File: config.mk
export PLATFORM = sky130hd
export DESIGN_NAME = plbe_top
export DESIGN_NICKNAME = d
export VERILOG_FILES = /design/src/rtl/plbe_pkg.sv /design/src/rtl/plbe_cfg_if.sv /design/src/rtl/plbe_rx_report.sv /design/src/rtl/plbe_top.sv
export SDC_FILE = /design/constraint.sdc
export NUM_CORES = 1
export LEC_CHECK = 0
export ABC_AREA = 1
export CAP_MARGIN = 20
export CORE_UTILIZATION = 40
export DETAILED_ROUTE_END_ITERATION = 16
export DONT_BUFFER_PORTS = 1
export GPL_TIMING_DRIVEN = 0
export PLACE_DENSITY = 0.54
export SETUP_SLACK_MARGIN = 0.3
export SYNTH_ARGS = -nofsm -noshare
export SYNTH_HDL_FRONTEND = slang
export SYNTH_SLANG_ARGS = --single-unit
File: constraint.sdc
create_clock -name sys_clk -period 2.4 [get_ports sys_clk]
set_input_delay 0.36 -clock sys_clk [delete_from_list [all_inputs] [get_ports sys_clk]]
set_output_delay 0.36 -clock sys_clk [all_outputs]
set_load 0.05 [all_outputs]
File: src/rtl/plbe_pkg.sv
package plbe_pkg;

  // ****************************************************************
  // register location and layout
  // ****************************************************************
  localparam logic [4:0]  REG_ADDR       = 5'h18;
  localparam int          BIT_BAD_SSD    = 15;
  localparam int          BIT_CODEC      = 14;
  localparam int          BIT_SCRAM      = 13;
  localparam int          BIT_ALIGN      = 12;
  localparam int          BIT_MANCH_LOOP = 11;
  localparam int          BIT_FIBER_DRV  = 10;
  localparam int          BIT_REMOTE     = 9;
  localparam int          BIT_MEDIUM     = 8;
  localparam int          BIT_STRIP      = 7;
  localparam int          BIT_FDX_CRS    = 6;
  localparam int          BIT_LB_TX_DIS  = 5;
  localparam int          BIT_CODE_SEL   = 4;
  localparam int          BIT_PEND_SEL   = 3;
  // fixed reset ones: bits 15 and 5; strap bits are or-ed in
  localparam logic [15:0] REG_RST_VAL    = 16'h8020;

  // ****************************************************************
  // values shown on the receive data lines
  // ****************************************************************
  localparam logic [3:0]  RXD_FALSE_CARR = 4'he;
  localparam logic [4:0]  RXD5_FALSE_CAR = 5'h1e;
  localparam logic [3:0]  RXD_CODE_ALT   = 4'h5;
  localparam logic [3:0]  RXD_CODE_DEF   = 4'h6;
  localparam logic [3:0]  RXD_PEND_ALT   = 4'h4;
  localparam logic [3:0]  RXD_PEND_DEF   = 4'h6;
  localparam logic [3:0]  RXD_LINK_ERR   = 4'h3;
  localparam logic [3:0]  RXD_PKT_ERR    = 4'h2;

  // ****************************************************************
  // receive symbol stream
  // ****************************************************************
  localparam logic [4:0]  SYM_IDLE       = 5'h1f;
  localparam logic [4:0]  SYM_J          = 5'h18;
  localparam logic [4:0]  SYM_T          = 5'h0d;
  localparam logic [1:0]  PEND_IDLES     = 2'h2;
  localparam logic [3:0]  PREAMBLE_NIBS  = 4'he;

  // ****************************************************************
  // management frame
  // ****************************************************************
  localparam logic [1:0]  OP_READ        = 2'h2;
  localparam logic [1:0]  OP_WRITE       = 2'h1;
  localparam logic [4:0]  HDR_LAST       = 5'h0b;
  localparam logic [4:0]  DATA_LAST      = 5'h0f;

endpackage : plbe_pkg

File: src/rtl/plbe_cfg_if.sv
`timescale 1ns/10ps
// configuration bits handed from the register and the report enable pins to the receive reporter
interface plbe_cfg_if;
  logic false_carrier_en;
  logic align_bypass;
  logic codec_bypass;
  logic code_sel;
  logic pend_sel;
  logic code_en;
  logic link_en;
  logic pkt_en;
  logic strip_en;

  modport src (output false_carrier_en, align_bypass, codec_bypass, code_sel,
               pend_sel, code_en, link_en, pkt_en, strip_en);
  modport dst (input  false_carrier_en, align_bypass, codec_bypass, code_sel,
               pend_sel, code_en, link_en, pkt_en, strip_en);
endinterface : plbe_cfg_if

File: src/rtl/plbe_rx_report.sv
`timescale 1ns/10ps
module plbe_rx_report (
  input  wire logic       sys_clk,
  input  wire logic       sys_rst,
  plbe_cfg_if.dst         cfg,
  input  wire logic [4:0] rxd_in,
  input  wire logic       rx_dv_in,
  input  wire logic       sym_vld,
  input  wire logic [4:0] sym,
  input  wire logic       bad_ssd_evt,
  input  wire logic       code_err_evt,
  input  wire logic       link_err_evt,
  input  wire logic       pkt_err_evt,
  output logic [4:0]      mii_rxd_q,
  output logic            mii_rx_dv_q,
  output logic            mii_rx_er_q
);

  logic       in_frame_q;
  logic [1:0] idle_cnt_q;
  logic       pend_evt;
  logic [3:0] nib_cnt_q;
  logic       strip_now;

  // ****************************************************************
  // premature end: two idles inside a frame before the end delimiter
  // ****************************************************************
  always_ff @(posedge sys_clk) begin
    if (sys_rst) begin
      in_frame_q <= 1'b0;
      idle_cnt_q <= 2'h0;
    end else if (sym_vld) begin
      if (sym == plbe_pkg::SYM_J) begin
        in_frame_q <= 1'b1;
        idle_cnt_q <= 2'h0;
      end else if (sym == plbe_pkg::SYM_T || pend_evt) begin
        in_frame_q <= 1'b0;
        idle_cnt_q <= 2'h0;
      end else if (in_frame_q && sym == plbe_pkg::SYM_IDLE) begin
        idle_cnt_q <= idle_cnt_q + 2'h1;
      end else begin
        idle_cnt_q <= 2'h0;
      end
    end
  end

  // second idle in a row ends the frame with an error
  assign pend_evt = sym_vld && in_frame_q && sym == plbe_pkg::SYM_IDLE &&
                    idle_cnt_q == plbe_pkg::PEND_IDLES - 2'h1;

  // ****************************************************************
  // preamble strip: hide the first fourteen nibbles of each frame
  // ****************************************************************
  always_ff @(posedge sys_clk) begin
    if (sys_rst || !rx_dv_in) begin
      nib_cnt_q <= 4'h0;
    end else if (nib_cnt_q != plbe_pkg::PREAMBLE_NIBS) begin
      nib_cnt_q <= nib_cnt_q + 4'h1;
    end
  end

  assign strip_now = cfg.strip_en && nib_cnt_q != plbe_pkg::PREAMBLE_NIBS;

  // ****************************************************************
  // mii receive output: error reports override frame data
  // ****************************************************************
  always_ff @(posedge sys_clk) begin
    if (sys_rst) begin
      mii_rxd_q   <= 5'h00;
      mii_rx_dv_q <= 1'b0;
      mii_rx_er_q <= 1'b0;
    end else if (bad_ssd_evt && cfg.false_carrier_en && !cfg.align_bypass) begin
      mii_rx_dv_q <= 1'b0;
      mii_rx_er_q <= 1'b1;
      // five-bit mode puts 11110 on all five lines; rx_er is raised as well
      mii_rxd_q   <= cfg.codec_bypass ? plbe_pkg::RXD5_FALSE_CAR
                                      : {1'b1, plbe_pkg::RXD_FALSE_CARR};
    end else if (pend_evt) begin
      mii_rx_dv_q <= 1'b0;
      mii_rx_er_q <= 1'b1;
      mii_rxd_q   <= {1'b1, cfg.pend_sel ? plbe_pkg::RXD_PEND_ALT
                                         : plbe_pkg::RXD_PEND_DEF};
    end else if (code_err_evt && cfg.code_en) begin
      mii_rx_dv_q <= rx_dv_in;
      mii_rx_er_q <= 1'b1;
      // the select bit only counts once the enable lets the report out
      mii_rxd_q   <= {1'b1, cfg.code_sel ? plbe_pkg::RXD_CODE_ALT
                                         : plbe_pkg::RXD_CODE_DEF};
    end else if (link_err_evt && cfg.link_en) begin
      mii_rx_dv_q <= 1'b0;
      mii_rx_er_q <= 1'b1;
      mii_rxd_q   <= {1'b1, plbe_pkg::RXD_LINK_ERR};
    end else if (pkt_err_evt && cfg.pkt_en) begin
      mii_rx_dv_q <= rx_dv_in;
      mii_rx_er_q <= 1'b1;
      mii_rxd_q   <= {1'b1, plbe_pkg::RXD_PKT_ERR};
    end else begin
      mii_rx_dv_q <= rx_dv_in && !strip_now;
      mii_rx_er_q <= 1'b0;
      mii_rxd_q   <= rxd_in;
    end
  end

endmodule : plbe_rx_report

File: src/rtl/plbe_top.sv
`timescale 1ns/10ps
// How it works
// - bit 15 set: false carrier shows rx_er high, rx_dv low, rxd 1110
// - five-bit mode false carrier: rx_dv low, five lines show 11110
// - alignment bypassed: no carrier detect, never report false carrier
// - bit 14, strapped at reset, bypasses block decoder and encoder
// - bit 13, strapped, bypasses scrambling; fiber nrzi data accepted
// - bit 12, strapped, bypasses descrambling, alignment, coding, scrambling
// - bit 11 loops manchester encoder output into the decoder
// - bit 10 picks fiber driver strength: clear 50 ohm, set 150 ohm
// - bit 9 returns line data to line, shows it on mii, ignores tx
// - remote and medium loopback both set: neither loop is entered
// - bit 8 feeds scrambled nrzi transmit data into descrambler input
// - bit 7 strips the seven preamble bytes, frame starts with sfd
// - legacy mode ignores writes to bit 7 and disables stripping
// - full duplex: bit 6 picks transmit or receive as carrier source
// - bit 5 keeps medium or manchester loopback data off the line
// - code error enable overrides bit 4, which acts only when enabled
// - premature end: rx_er with 4h when bit 3 set, else 6h
// - two idles inside a frame before end delimiter mean premature end
// - link error report enable: rx_er with 3h, else not reported
// - packet error report enable: rx_er with 2h, else not reported
// - code error report enable governs whether code errors are reported
module plbe_top (
  input  wire logic       sys_clk,
  input  wire logic       sys_rst,
  // management serial port
  input  wire logic       mdc,
  input  wire logic       mdio_i,
  output logic            mdio_o,
  output logic            mdio_oe,
  input  wire logic [4:0] phy_addr,
  // strap pins
  input  wire logic       strap_skip_block_codec,
  input  wire logic       strap_skip_scrambling,
  input  wire logic       strap_skip_alignment,
  // neighbouring configuration bits
  input  wire logic       compat_mode,
  input  wire logic       link_err_report_en,
  input  wire logic       pkt_err_report_en,
  input  wire logic       code_err_report_en,
  // carrier sense sources
  input  wire logic       full_duplex,
  input  wire logic       tx_active,
  input  wire logic       rx_active,
  output logic            crs_q,
  // 100 Mb/s nrzi path
  input  wire logic       tx_nrzi,
  input  wire logic       line_nrzi,
  input  wire logic       fiber_nrzi,
  output logic            descr_nrzi_q,
  // 10 Mb/s manchester path
  input  wire logic       manch_enc,
  input  wire logic       line_manch,
  output logic            manch_dec_q,
  // mii transmit toward the line
  input  wire logic [3:0] mii_txd,
  input  wire logic       mii_tx_en,
  output logic [3:0]      line_txd_q,
  output logic            line_tx_en_q,
  // receive stream and events from the decoder
  input  wire logic [4:0] rxd_in,
  input  wire logic       rx_dv_in,
  input  wire logic       sym_vld,
  input  wire logic [4:0] sym,
  input  wire logic       bad_ssd_evt,
  input  wire logic       code_err_evt,
  input  wire logic       link_err_evt,
  input  wire logic       pkt_err_evt,
  output logic [4:0]      mii_rxd_q,
  output logic            mii_rx_dv_q,
  output logic            mii_rx_er_q,
  // static controls to the datapath
  output logic            codec_bypass_q,
  output logic            scram_bypass_q,
  output logic            align_bypass_q,
  output logic            fiber_driver_strength_q,
  output logic            mii_tx_ignore_q
);

  typedef enum logic [2:0] {
    MD_IDLE,
    MD_START,
    MD_HDR,
    MD_TA,
    MD_DATA
  } plbe_mdio_st_t;

  plbe_mdio_st_t st_q;
  logic [15:0]   cfg_q;
  logic [2:0]    strap_s1_q;
  logic [2:0]    strap_s2_q;
  logic [4:0]    addr_s1_q;
  logic [4:0]    addr_s2_q;
  logic          mdc_s1_q;
  logic          mdc_s2_q;
  logic          mdc_s3_q;
  logic          mdio_s1_q;
  logic          mdio_s2_q;
  logic          mdc_rise;
  logic [4:0]    cnt_q;
  logic [10:0]   hdr_q;
  logic [11:0]   hdr_full;
  logic          rd_q;
  logic          hit_q;
  logic [15:0]   shift_q;
  logic [15:0]   rd_val;
  logic [15:0]   wr_val;
  logic [15:0]   rst_val;
  logic          remote_eff;
  logic          medium_eff;
  logic          manch_loop;
  logic          loop_tx_block;

  plbe_cfg_if cfg_bus ();

  // ****************************************************************
  // pin synchronisers
  // ****************************************************************
  // first stage is only read by the second; the third mdc flop is for
  // edge finding and looks at the stable copy only
  always_ff @(posedge sys_clk) begin
    strap_s1_q <= {strap_skip_block_codec, strap_skip_scrambling, strap_skip_alignment};
    strap_s2_q <= strap_s1_q;
    addr_s1_q  <= phy_addr;
    addr_s2_q  <= addr_s1_q;
    mdc_s1_q   <= mdc;
    mdc_s2_q   <= mdc_s1_q;
    mdc_s3_q   <= mdc_s2_q;
    mdio_s1_q  <= mdio_i;
    mdio_s2_q  <= mdio_s1_q;
  end

  assign mdc_rise = mdc_s2_q && !mdc_s3_q;

  // ****************************************************************
  // management frame decode
  // ****************************************************************
  assign hdr_full = {hdr_q, mdio_s2_q};

  // frame state, bit counter and header capture
  always_ff @(posedge sys_clk) begin
    if (sys_rst) begin
      st_q  <= MD_IDLE;
      cnt_q <= 5'h00;
      hdr_q <= 11'h000;
      rd_q  <= 1'b0;
      hit_q <= 1'b0;
    end else if (mdc_rise) begin
      unique case (st_q)
        MD_IDLE: begin
          // preamble is optional: any zero after ones opens a frame
          if (!mdio_s2_q) begin
            st_q <= MD_START;
          end
        end
        MD_START: begin
          st_q  <= mdio_s2_q ? MD_HDR : MD_IDLE;
          cnt_q <= 5'h00;
        end
        MD_HDR: begin
          hdr_q <= hdr_full[10:0];
          cnt_q <= cnt_q + 5'h01;
          if (cnt_q == plbe_pkg::HDR_LAST) begin
            st_q  <= MD_TA;
            cnt_q <= 5'h00;
            rd_q  <= hdr_full[11:10] == plbe_pkg::OP_READ;
            hit_q <= hdr_full[9:5] == addr_s2_q && hdr_full[4:0] == plbe_pkg::REG_ADDR &&
                     (hdr_full[11:10] == plbe_pkg::OP_READ ||
                      hdr_full[11:10] == plbe_pkg::OP_WRITE);
          end
        end
        MD_TA: begin
          cnt_q <= cnt_q + 5'h01;
          if (cnt_q != 5'h00) begin
            st_q  <= MD_DATA;
            cnt_q <= 5'h00;
          end
        end
        MD_DATA: begin
          cnt_q <= cnt_q + 5'h01;
          if (cnt_q == plbe_pkg::DATA_LAST) begin
            st_q <= MD_IDLE;
          end
        end
      endcase
    end
  end

  // ****************************************************************
  // read shifter and mdio drive
  // ****************************************************************
  // legacy mode shows the strip bit as zero, matching its effect
  assign rd_val = compat_mode ? (cfg_q & ~(16'h0001 << plbe_pkg::BIT_STRIP)) : cfg_q;

  // the pin changes right after the detected rising edge, giving the
  // station a whole mdc period before it samples
  always_ff @(posedge sys_clk) begin
    if (sys_rst) begin
      mdio_o  <= 1'b0;
      mdio_oe <= 1'b0;
      shift_q <= 16'h0000;
    end else if (mdc_rise) begin
      if (st_q == MD_TA && rd_q && hit_q) begin
        if (cnt_q == 5'h00) begin
          mdio_oe <= 1'b1;
          mdio_o  <= 1'b0;
        end else begin
          mdio_o  <= rd_val[15];
          shift_q <= {rd_val[14:0], 1'b0};
        end
      end else if (st_q == MD_DATA && rd_q && hit_q) begin
        if (cnt_q == plbe_pkg::DATA_LAST) begin
          mdio_oe <= 1'b0;
          mdio_o  <= 1'b0;
        end else begin
          mdio_o  <= shift_q[15];
          shift_q <= {shift_q[14:0], 1'b0};
        end
      end else if (st_q == MD_DATA && !rd_q) begin
        shift_q <= {shift_q[14:0], mdio_s2_q};
      end else begin
        mdio_oe <= 1'b0;
        mdio_o  <= 1'b0;
      end
    end
  end

  // ****************************************************************
  // configuration register
  // ****************************************************************
  assign rst_val = plbe_pkg::REG_RST_VAL |
                   ({15'h0000, strap_s2_q[2]} << plbe_pkg::BIT_CODEC) |
                   ({15'h0000, strap_s2_q[1]} << plbe_pkg::BIT_SCRAM) |
                   ({15'h0000, strap_s2_q[0]} << plbe_pkg::BIT_ALIGN);

  // in legacy mode the strip bit keeps its stored value on a write
  always_comb begin
    wr_val = {shift_q[14:0], mdio_s2_q};
    if (compat_mode) begin
      wr_val[plbe_pkg::BIT_STRIP] = cfg_q[plbe_pkg::BIT_STRIP];
    end
  end

  // straps are sampled every cycle of reset, so hold reset for three
  // edges to let the pins pass the synchroniser first
  always_ff @(posedge sys_clk) begin
    if (sys_rst) begin
      cfg_q <= rst_val;
    end else if (mdc_rise && st_q == MD_DATA && !rd_q && hit_q &&
                 cnt_q == plbe_pkg::DATA_LAST) begin
      cfg_q <= wr_val;
    end
  end

  // ****************************************************************
  // effective loop selections
  // ****************************************************************
  // both loops set is a software fault; entering neither is the safe way
  assign remote_eff    = cfg_q[plbe_pkg::BIT_REMOTE] && !cfg_q[plbe_pkg::BIT_MEDIUM];
  assign medium_eff    = cfg_q[plbe_pkg::BIT_MEDIUM] && !cfg_q[plbe_pkg::BIT_REMOTE];
  assign manch_loop    = cfg_q[plbe_pkg::BIT_MANCH_LOOP];
  assign loop_tx_block = cfg_q[plbe_pkg::BIT_LB_TX_DIS] && (medium_eff || manch_loop);

  // ****************************************************************
  // static controls to the datapath
  // ****************************************************************
  always_ff @(posedge sys_clk) begin
    if (sys_rst) begin
      codec_bypass_q          <= 1'b0;
      scram_bypass_q          <= 1'b0;
      align_bypass_q          <= 1'b0;
      fiber_driver_strength_q <= 1'b0;
      mii_tx_ignore_q         <= 1'b0;
    end else begin
      // alignment bypass takes the coder and scrambler with it
      codec_bypass_q          <= cfg_q[plbe_pkg::BIT_CODEC] ||
                                 cfg_q[plbe_pkg::BIT_ALIGN];
      scram_bypass_q          <= cfg_q[plbe_pkg::BIT_SCRAM] ||
                                 cfg_q[plbe_pkg::BIT_ALIGN];
      align_bypass_q          <= cfg_q[plbe_pkg::BIT_ALIGN];
      fiber_driver_strength_q <= cfg_q[plbe_pkg::BIT_FIBER_DRV];
      mii_tx_ignore_q         <= remote_eff;
    end
  end

  // ****************************************************************
  // loopback muxes
  // ****************************************************************
  always_ff @(posedge sys_clk) begin
    if (sys_rst) begin
      descr_nrzi_q <= 1'b0;
      manch_dec_q  <= 1'b0;
    end else begin
      if (medium_eff) begin
        descr_nrzi_q <= tx_nrzi;
      end else if (cfg_q[plbe_pkg::BIT_SCRAM]) begin
        descr_nrzi_q <= fiber_nrzi;
      end else begin
        descr_nrzi_q <= line_nrzi;
      end
      manch_dec_q <= manch_loop ? manch_enc : line_manch;
    end
  end

  // line transmit: remote loop resends received data, mii tx is dropped
  always_ff @(posedge sys_clk) begin
    if (sys_rst) begin
      line_txd_q   <= 4'h0;
      line_tx_en_q <= 1'b0;
    end else if (remote_eff) begin
      line_txd_q   <= rxd_in[3:0];
      line_tx_en_q <= rx_dv_in;
    end else begin
      line_txd_q   <= mii_txd;
      line_tx_en_q <= mii_tx_en && !loop_tx_block;
    end
  end

  // ****************************************************************
  // carrier sense
  // ****************************************************************
  // the source choice only matters in full duplex
  always_ff @(posedge sys_clk) begin
    if (sys_rst) begin
      crs_q <= 1'b0;
    end else if (full_duplex) begin
      crs_q <= cfg_q[plbe_pkg::BIT_FDX_CRS] ? tx_active : rx_active;
    end else begin
      crs_q <= tx_active || rx_active;
    end
  end

  // ****************************************************************
  // receive error reporting
  // ****************************************************************
  assign cfg_bus.false_carrier_en = cfg_q[plbe_pkg::BIT_BAD_SSD];
  assign cfg_bus.align_bypass     = cfg_q[plbe_pkg::BIT_ALIGN];
  assign cfg_bus.codec_bypass     = cfg_q[plbe_pkg::BIT_CODEC] || cfg_q[plbe_pkg::BIT_ALIGN];
  assign cfg_bus.code_sel         = cfg_q[plbe_pkg::BIT_CODE_SEL];
  assign cfg_bus.pend_sel         = cfg_q[plbe_pkg::BIT_PEND_SEL];
  assign cfg_bus.code_en          = code_err_report_en;
  assign cfg_bus.link_en          = link_err_report_en;
  assign cfg_bus.pkt_en           = pkt_err_report_en;
  assign cfg_bus.strip_en         = cfg_q[plbe_pkg::BIT_STRIP] && !compat_mode;

  plbe_rx_report u_rx_report (
    .sys_clk      (sys_clk),
    .sys_rst      (sys_rst),
    .cfg          (cfg_bus),
    .rxd_in       (rxd_in),
    .rx_dv_in     (rx_dv_in),
    .sym_vld      (sym_vld),
    .sym          (sym),
    .bad_ssd_evt  (bad_ssd_evt),
    .code_err_evt (code_err_evt),
    .link_err_evt (link_err_evt),
    .pkt_err_evt  (pkt_err_evt),
    .mii_rxd_q    (mii_rxd_q),
    .mii_rx_dv_q  (mii_rx_dv_q),
    .mii_rx_er_q  (mii_rx_er_q)
  );

endmodule : plbe_top

Yosys cells after proc, flatten, opt, wreduce, memory -nomap -nowiden:

Index checks and enable logic that the tools add are counted.

* input port bits: 45
* latch bits: 0
* output and inout bits: 22
* register bits: 103
* bits in read-only memories: 0
* memories kept: 0
* memory bits (writable): 0

* order comparisons: 0
* equality and inequality tests: 25
* shift operators: 0
* reduce and logical (&&, ||, !) cells: 62
* bitwise gates (word level): 2
* add/sub/neg operators: 3
* div/mod/pow operators: 0
* multiply operators: 0
* multiplexer cells: 54

Operators with widths (number)
* 16-bit two-way mux: 7
* 5-bit two-way mux: 7
* 1-bit logical AND: 28
* 1-bit two-way mux: 26
* 5-bit one-hot mux with 4 select lines: 1
* 16-bit by 13-bit bitwise OR with 16-bit output: 1
* 16-bit by 14-bit bitwise OR with 16-bit output: 1
* 5-bit by 4-bit equality test with 1-bit output, second input constant: 3
* 5-bit equality test, second input constant: 3
* 3-bit one-hot mux with 5 select lines: 1
* 2-bit two-way mux: 6
* 3-bit two-way mux: 4
* 2-bit != test, second input constant: 6
* 2-bit AND reduction: 5
* 1-bit zero test: 9
* 3-bit != test, second input constant: 3
* 8-bit two-way mux: 1
* 4-bit AND reduction: 2
* 1-bit logical OR: 7
* 3-bit by 2-bit equality test with 1-bit output, second input constant: 2
* 5-bit by 1-bit adder with 5-bit output, second input constant: 1
* 5-bit equality test: 1
* 5-bit zero test: 1
* 5-bit AND reduction: 1
* 17 further kinds: 19

Depth between registers and ports, before layout:

* word-level depth: 8
* gate-level depth with buffers: 11
* mapped depth without buffers: 10

Cells and area by module:

A second synthesis with hierarchy kept.

* cell total of the unflattened synthesis: 581
* area, all modules: 4430.5 um^2

Modules (own cells, without submodules)
* plbe_top: sequential area each 1941.9 um^2, times used 1, area each 3692.3 um^2, cells an instance 481
* plbe_rx_report: sequential area each 280.3 um^2, times used 1, area each 738.2 um^2, cells an instance 100

Worst setup path before layout:

OpenSTA, ideal clock, no wires.

* kind: reg2reg
* from: reg cnt_q[0]
* to: reg cfg_q[0], enable pin
* buffers on the path: 0
* data required time: 2034 ps
* setup slack: 512 ps
* library setup time: 366 ps
* data arrival time: 1521 ps
* stages on the path, launching flop included: 9
* cells stage by stage: dfxtp_1 -> ha_1 -> inv_1 -> nor3_1 -> ha_1 -> inv_1 -> nor3_1 -> nand2_1 -> nand2_1

* word-level cells in the longest chain between the ends: 3

Ends and longest elaborated chain
* start, declared: line plbe_top.sv:101 `logic [4:0] cnt_q;`
* start signal, assigned: line plbe_top.sv:163 `cnt_q <= cnt_q + 5'h01;`
* start signal, assigned: line plbe_top.sv:174 `cnt_q <= cnt_q + 5'h01;`
* start signal, assigned: line plbe_top.sv:181 `cnt_q <= cnt_q + 5'h01;`
* 5-bit by 4-bit equality test with 1-bit output: line plbe_top.sv:251 `cnt_q == plbe_pkg::DATA_LAST) begin`
* 1-bit logical AND: line plbe_top.sv:250 `end else if (mdc_rise && st_q == MD_DATA && !rd_q && hit_q &&`
* 2-bit nonzero test (no line)
* end signal, assigned: line plbe_top.sv:249 `cfg_q <= rst_val;`
* end signal, assigned: line plbe_top.sv:252 `cfg_q <= wr_val;`
* end, declared: line plbe_top.sv:90 `logic [15:0] cfg_q;`

Every way passes these cells.
A chain may end at the register's enable or synchronous reset.

Worst setup path after layout:

* from: reg cnt_q[1]
* to: reg cfg_q[7], enable pin

* word-level cells in the longest chain between the ends: 4

Ends and longest elaborated chain (line)
* 5-bit by 4-bit equality test with 1-bit output: plbe_top.sv:251
* 1-bit logical AND: plbe_top.sv:250
* 2-bit nonzero test (no line)
* 2-bit AND reduction (no line)

Every way passes these cells.

==> results.toml <==
[clocking]
htreeDepth = 3
clkSinkCount = 103
clockBufferDepth = 2
clk_latency_ns = 0.37
cts_tree = "yes"
cts.reportedPaths.clkPinSlew_ns = 0.11
cts_buffers = 9
cts_root_buf = "clkbuf_8"

[timing]
hold_viol_final = 0
hold_slack_ns = 0.0972
drv_slew = 0
period_share_pct = 80.3
slew_headroom_pct = 53.9
setup-violations-final = 0
fin_crit_ns = 1.93
clock.fmax_mhz = 519
rsz0062_at_grt = "false"
fin_skew_ns = 0.0140
setup_tns_ns = 0
tightest_slew_ns = 0.692

[setup_path]
crit_type = "register to register"
critPathLaunch = "cnt_q[1]"
cp-start-kind = "register"
arrival_ns = 1.99
reg2reg_from = "cnt_q[1]"
endpoint_kind = "register"
cp.required_ns = 2.46
crit_fanout = 3

[placement]
dpl.hpwl_mm = 6.68
io_buffer_count = 0
gp_congestion = 0.828
post-place-cells = 693

[global_routing]
grtUsageTotal_pct = 17.6
grt_max_degree = 18
grt_antenna_before_repair = 0
grt_overflow = 0
grt_pass1_vias = 3194
grt_pass1_wl_mm = 15.3

[yosys]
ys_warn_count = 0
synth_cell_types = 28
synthCells = 557
synth_top_area_share_pct = 40.5
avgSynthCellArea_um2 = 7.72
synth_fp_nets = 610
yosysSeqAreaShare_pct = 51.7
synth_top_cell_by_area = "dfxtp_1"
synth-seq-cells = 103
netlist_top_cells_area = "dfxtp_1 (40%), edfxtp_1 (11%), nand2_1 (9.8%)"
syn_area_um2 = 4300

[cells_and_area]
stdcell_count = 720
drive_gt1_share_pct = 6.85
antennaDiodeCount = 0
finish.utilization_pct = 46.6
synthToLayoutAreaGrowth_pct = 12.3
num-fill-cells = 1098
fin_nets = 632

[power]
power_density_nw_per_um2 = 683
p_total_mw = 3.30
p_leak_nw = 1.99
ir_drop_mv = 0.336

[routing]
dr.pass1.iters = 6
drt_iter0_drc = 225
wire_per_inst_um = 13.2
routed_via_density = 4.86
ant_nets = 0
wl_mm = 9.49
via_count = 3499
drc = 0

[floorplanning]
die_h_um = 106
dieArea_um2 = 11200
die_w_um = 106
core-area_um2 = 10400
ios = 67
start_util_pct = 41.5
rows = 37

[job]
maxCapViolCount = 0

[min_path]
min_from = "rxd_in[3]"
hp-class = "input pin to register"

[outcome]
outcome = "completed"
==> area by class of cell <==
class                   count  area (um2)  area share (%)
multi-input cells         353        1690            34.9
inverters                  86         323            6.68
plain buffers              16        95.1            1.97
repair buffers             10         100            2.07
well taps                 136         170            3.52
clock inverters             4        56.3            1.17
clock buffers              12         176            3.65
flip-flops and latches    103        2220            46.0
==> state kept, by name (all words and copies together) (netlist names), 2 cells and up <==
register	count
st_q	3
strap_s1_q	3
hdr_q	11
line_txd_q	4
u_rx_report.nib_cnt_q	4
cnt_q	5
u_rx_report.idle_cnt_q	2
shift_q	16
strap_s2_q	3
addr_s2_q	5
addr_s1_q	5
cfg_q	16
u_rx_report.mii_rxd_q	5
==> stage by stage <==
stage | cell area, um2 | worst slack, ns
6_report | 4830 | 0.472
5_1_grt | 4830 | 0.331
4_1_cts | 4790 | 0.364
3_5_place_dp | 4470 | 0.0264
3_3_place_gp | 4470 | 0.0383
2_1_floorplan | 4300 | 0.512
==> cell usage after synthesis <==
library cell,n
nand2_1,112
dfxtp_1,87
inv_1,86
nor2_1,79
nand3_1,50
o21ai_0,44
a21oi_1,27
edfxtp_1,16
ha_1,8
clkbuf_1,7
nor3_1,6
buf_2,4
buf_6,4
nand4_1,4
nand2_2,3
nor2_4,3
or2_2,3
xor2_1,3
a211oi_1,2
buf_1,1
nand3_2,1
nand3_4,1
nor2_2,1
nor3b_1,1
o211ai_1,1
o21bai_1,1
o22ai_1,1
xnor2_1,1
==> worst paths after layout <==
kind	endpoint	slack (ns)	cells after the start
setup reg to reg	cfg_q[7]	0.47	8
hold / removal	line_txd_q[3]	0.1	2
hold reg to reg	addr_s2_q[0]	0.33	0
setup / recovery	cfg_q[7]	0.47	8
==> metal layers <==
layer  global-route usage, %  wire length (um)  up-vias
met4                    6.15               105        0
met3                    4.39               524        8
met1                    23.1              4540     1603
met2                    28.0              4320       92
li1                        -                 -     1796
met5                       0                 0        -
==> report_power, final <==
part | internal (mW) | switching [mW] | leakage, nW
Clock | 0.613 | 0.621 | 0.119
Combinational | 0.0533 | 0.0994 | 0.995
Sequential | 1.81 | 0.104 | 0.878
==> worst max-delay path, stage by stage, from the launching register on <==
cell     delay [ns]
dfxtp_1        0.35
ha_1           0.19
inv_1          0.07
nor3_2         0.15
ha_1           0.18
inv_1          0.05
nor3_1         0.25
nand2_2        0.16
o21ai_0        0.22
==> logic make-up (layout without fill, tap and decap cells) <==
family	after synthesis	count (layout)	synth area share (%)
AND/OR/NAND/NOR	264	265	26.4
XOR/XNOR	4	4	0.815
adder cells (fa/ha/maj)	8	8	2.33
flip-flops	103	103	51.7
AO/OA/AOI/OAI	76	76	9.10
buffers and inverters	102	128	9.71
==> what timing repair did <==
item | 4_1_cts | 5_1_grt
hold endpoints to repair | 8 | 2
gates cloned | 0 | 1
gates resized for setup | 2 | 3
hold buffers | 8 | 2
endpoints found under the setup margin | 15 | 16
setup buffers | 0 | 0
==> cell usage in the layout, fill, tap and decap left out, types with 8 or more instances in the layout <==
master,count
clkbuf_8,11
dlygate4sd3_1,10
ha_1,8
a21oi_1,27
nor2_1,79
nand2_1,110
nand3_1,50
edfxtp_1,16
o21ai_0,44
inv_1,86
dfxtp_1,87
Power figures use the tool's default switching activity.
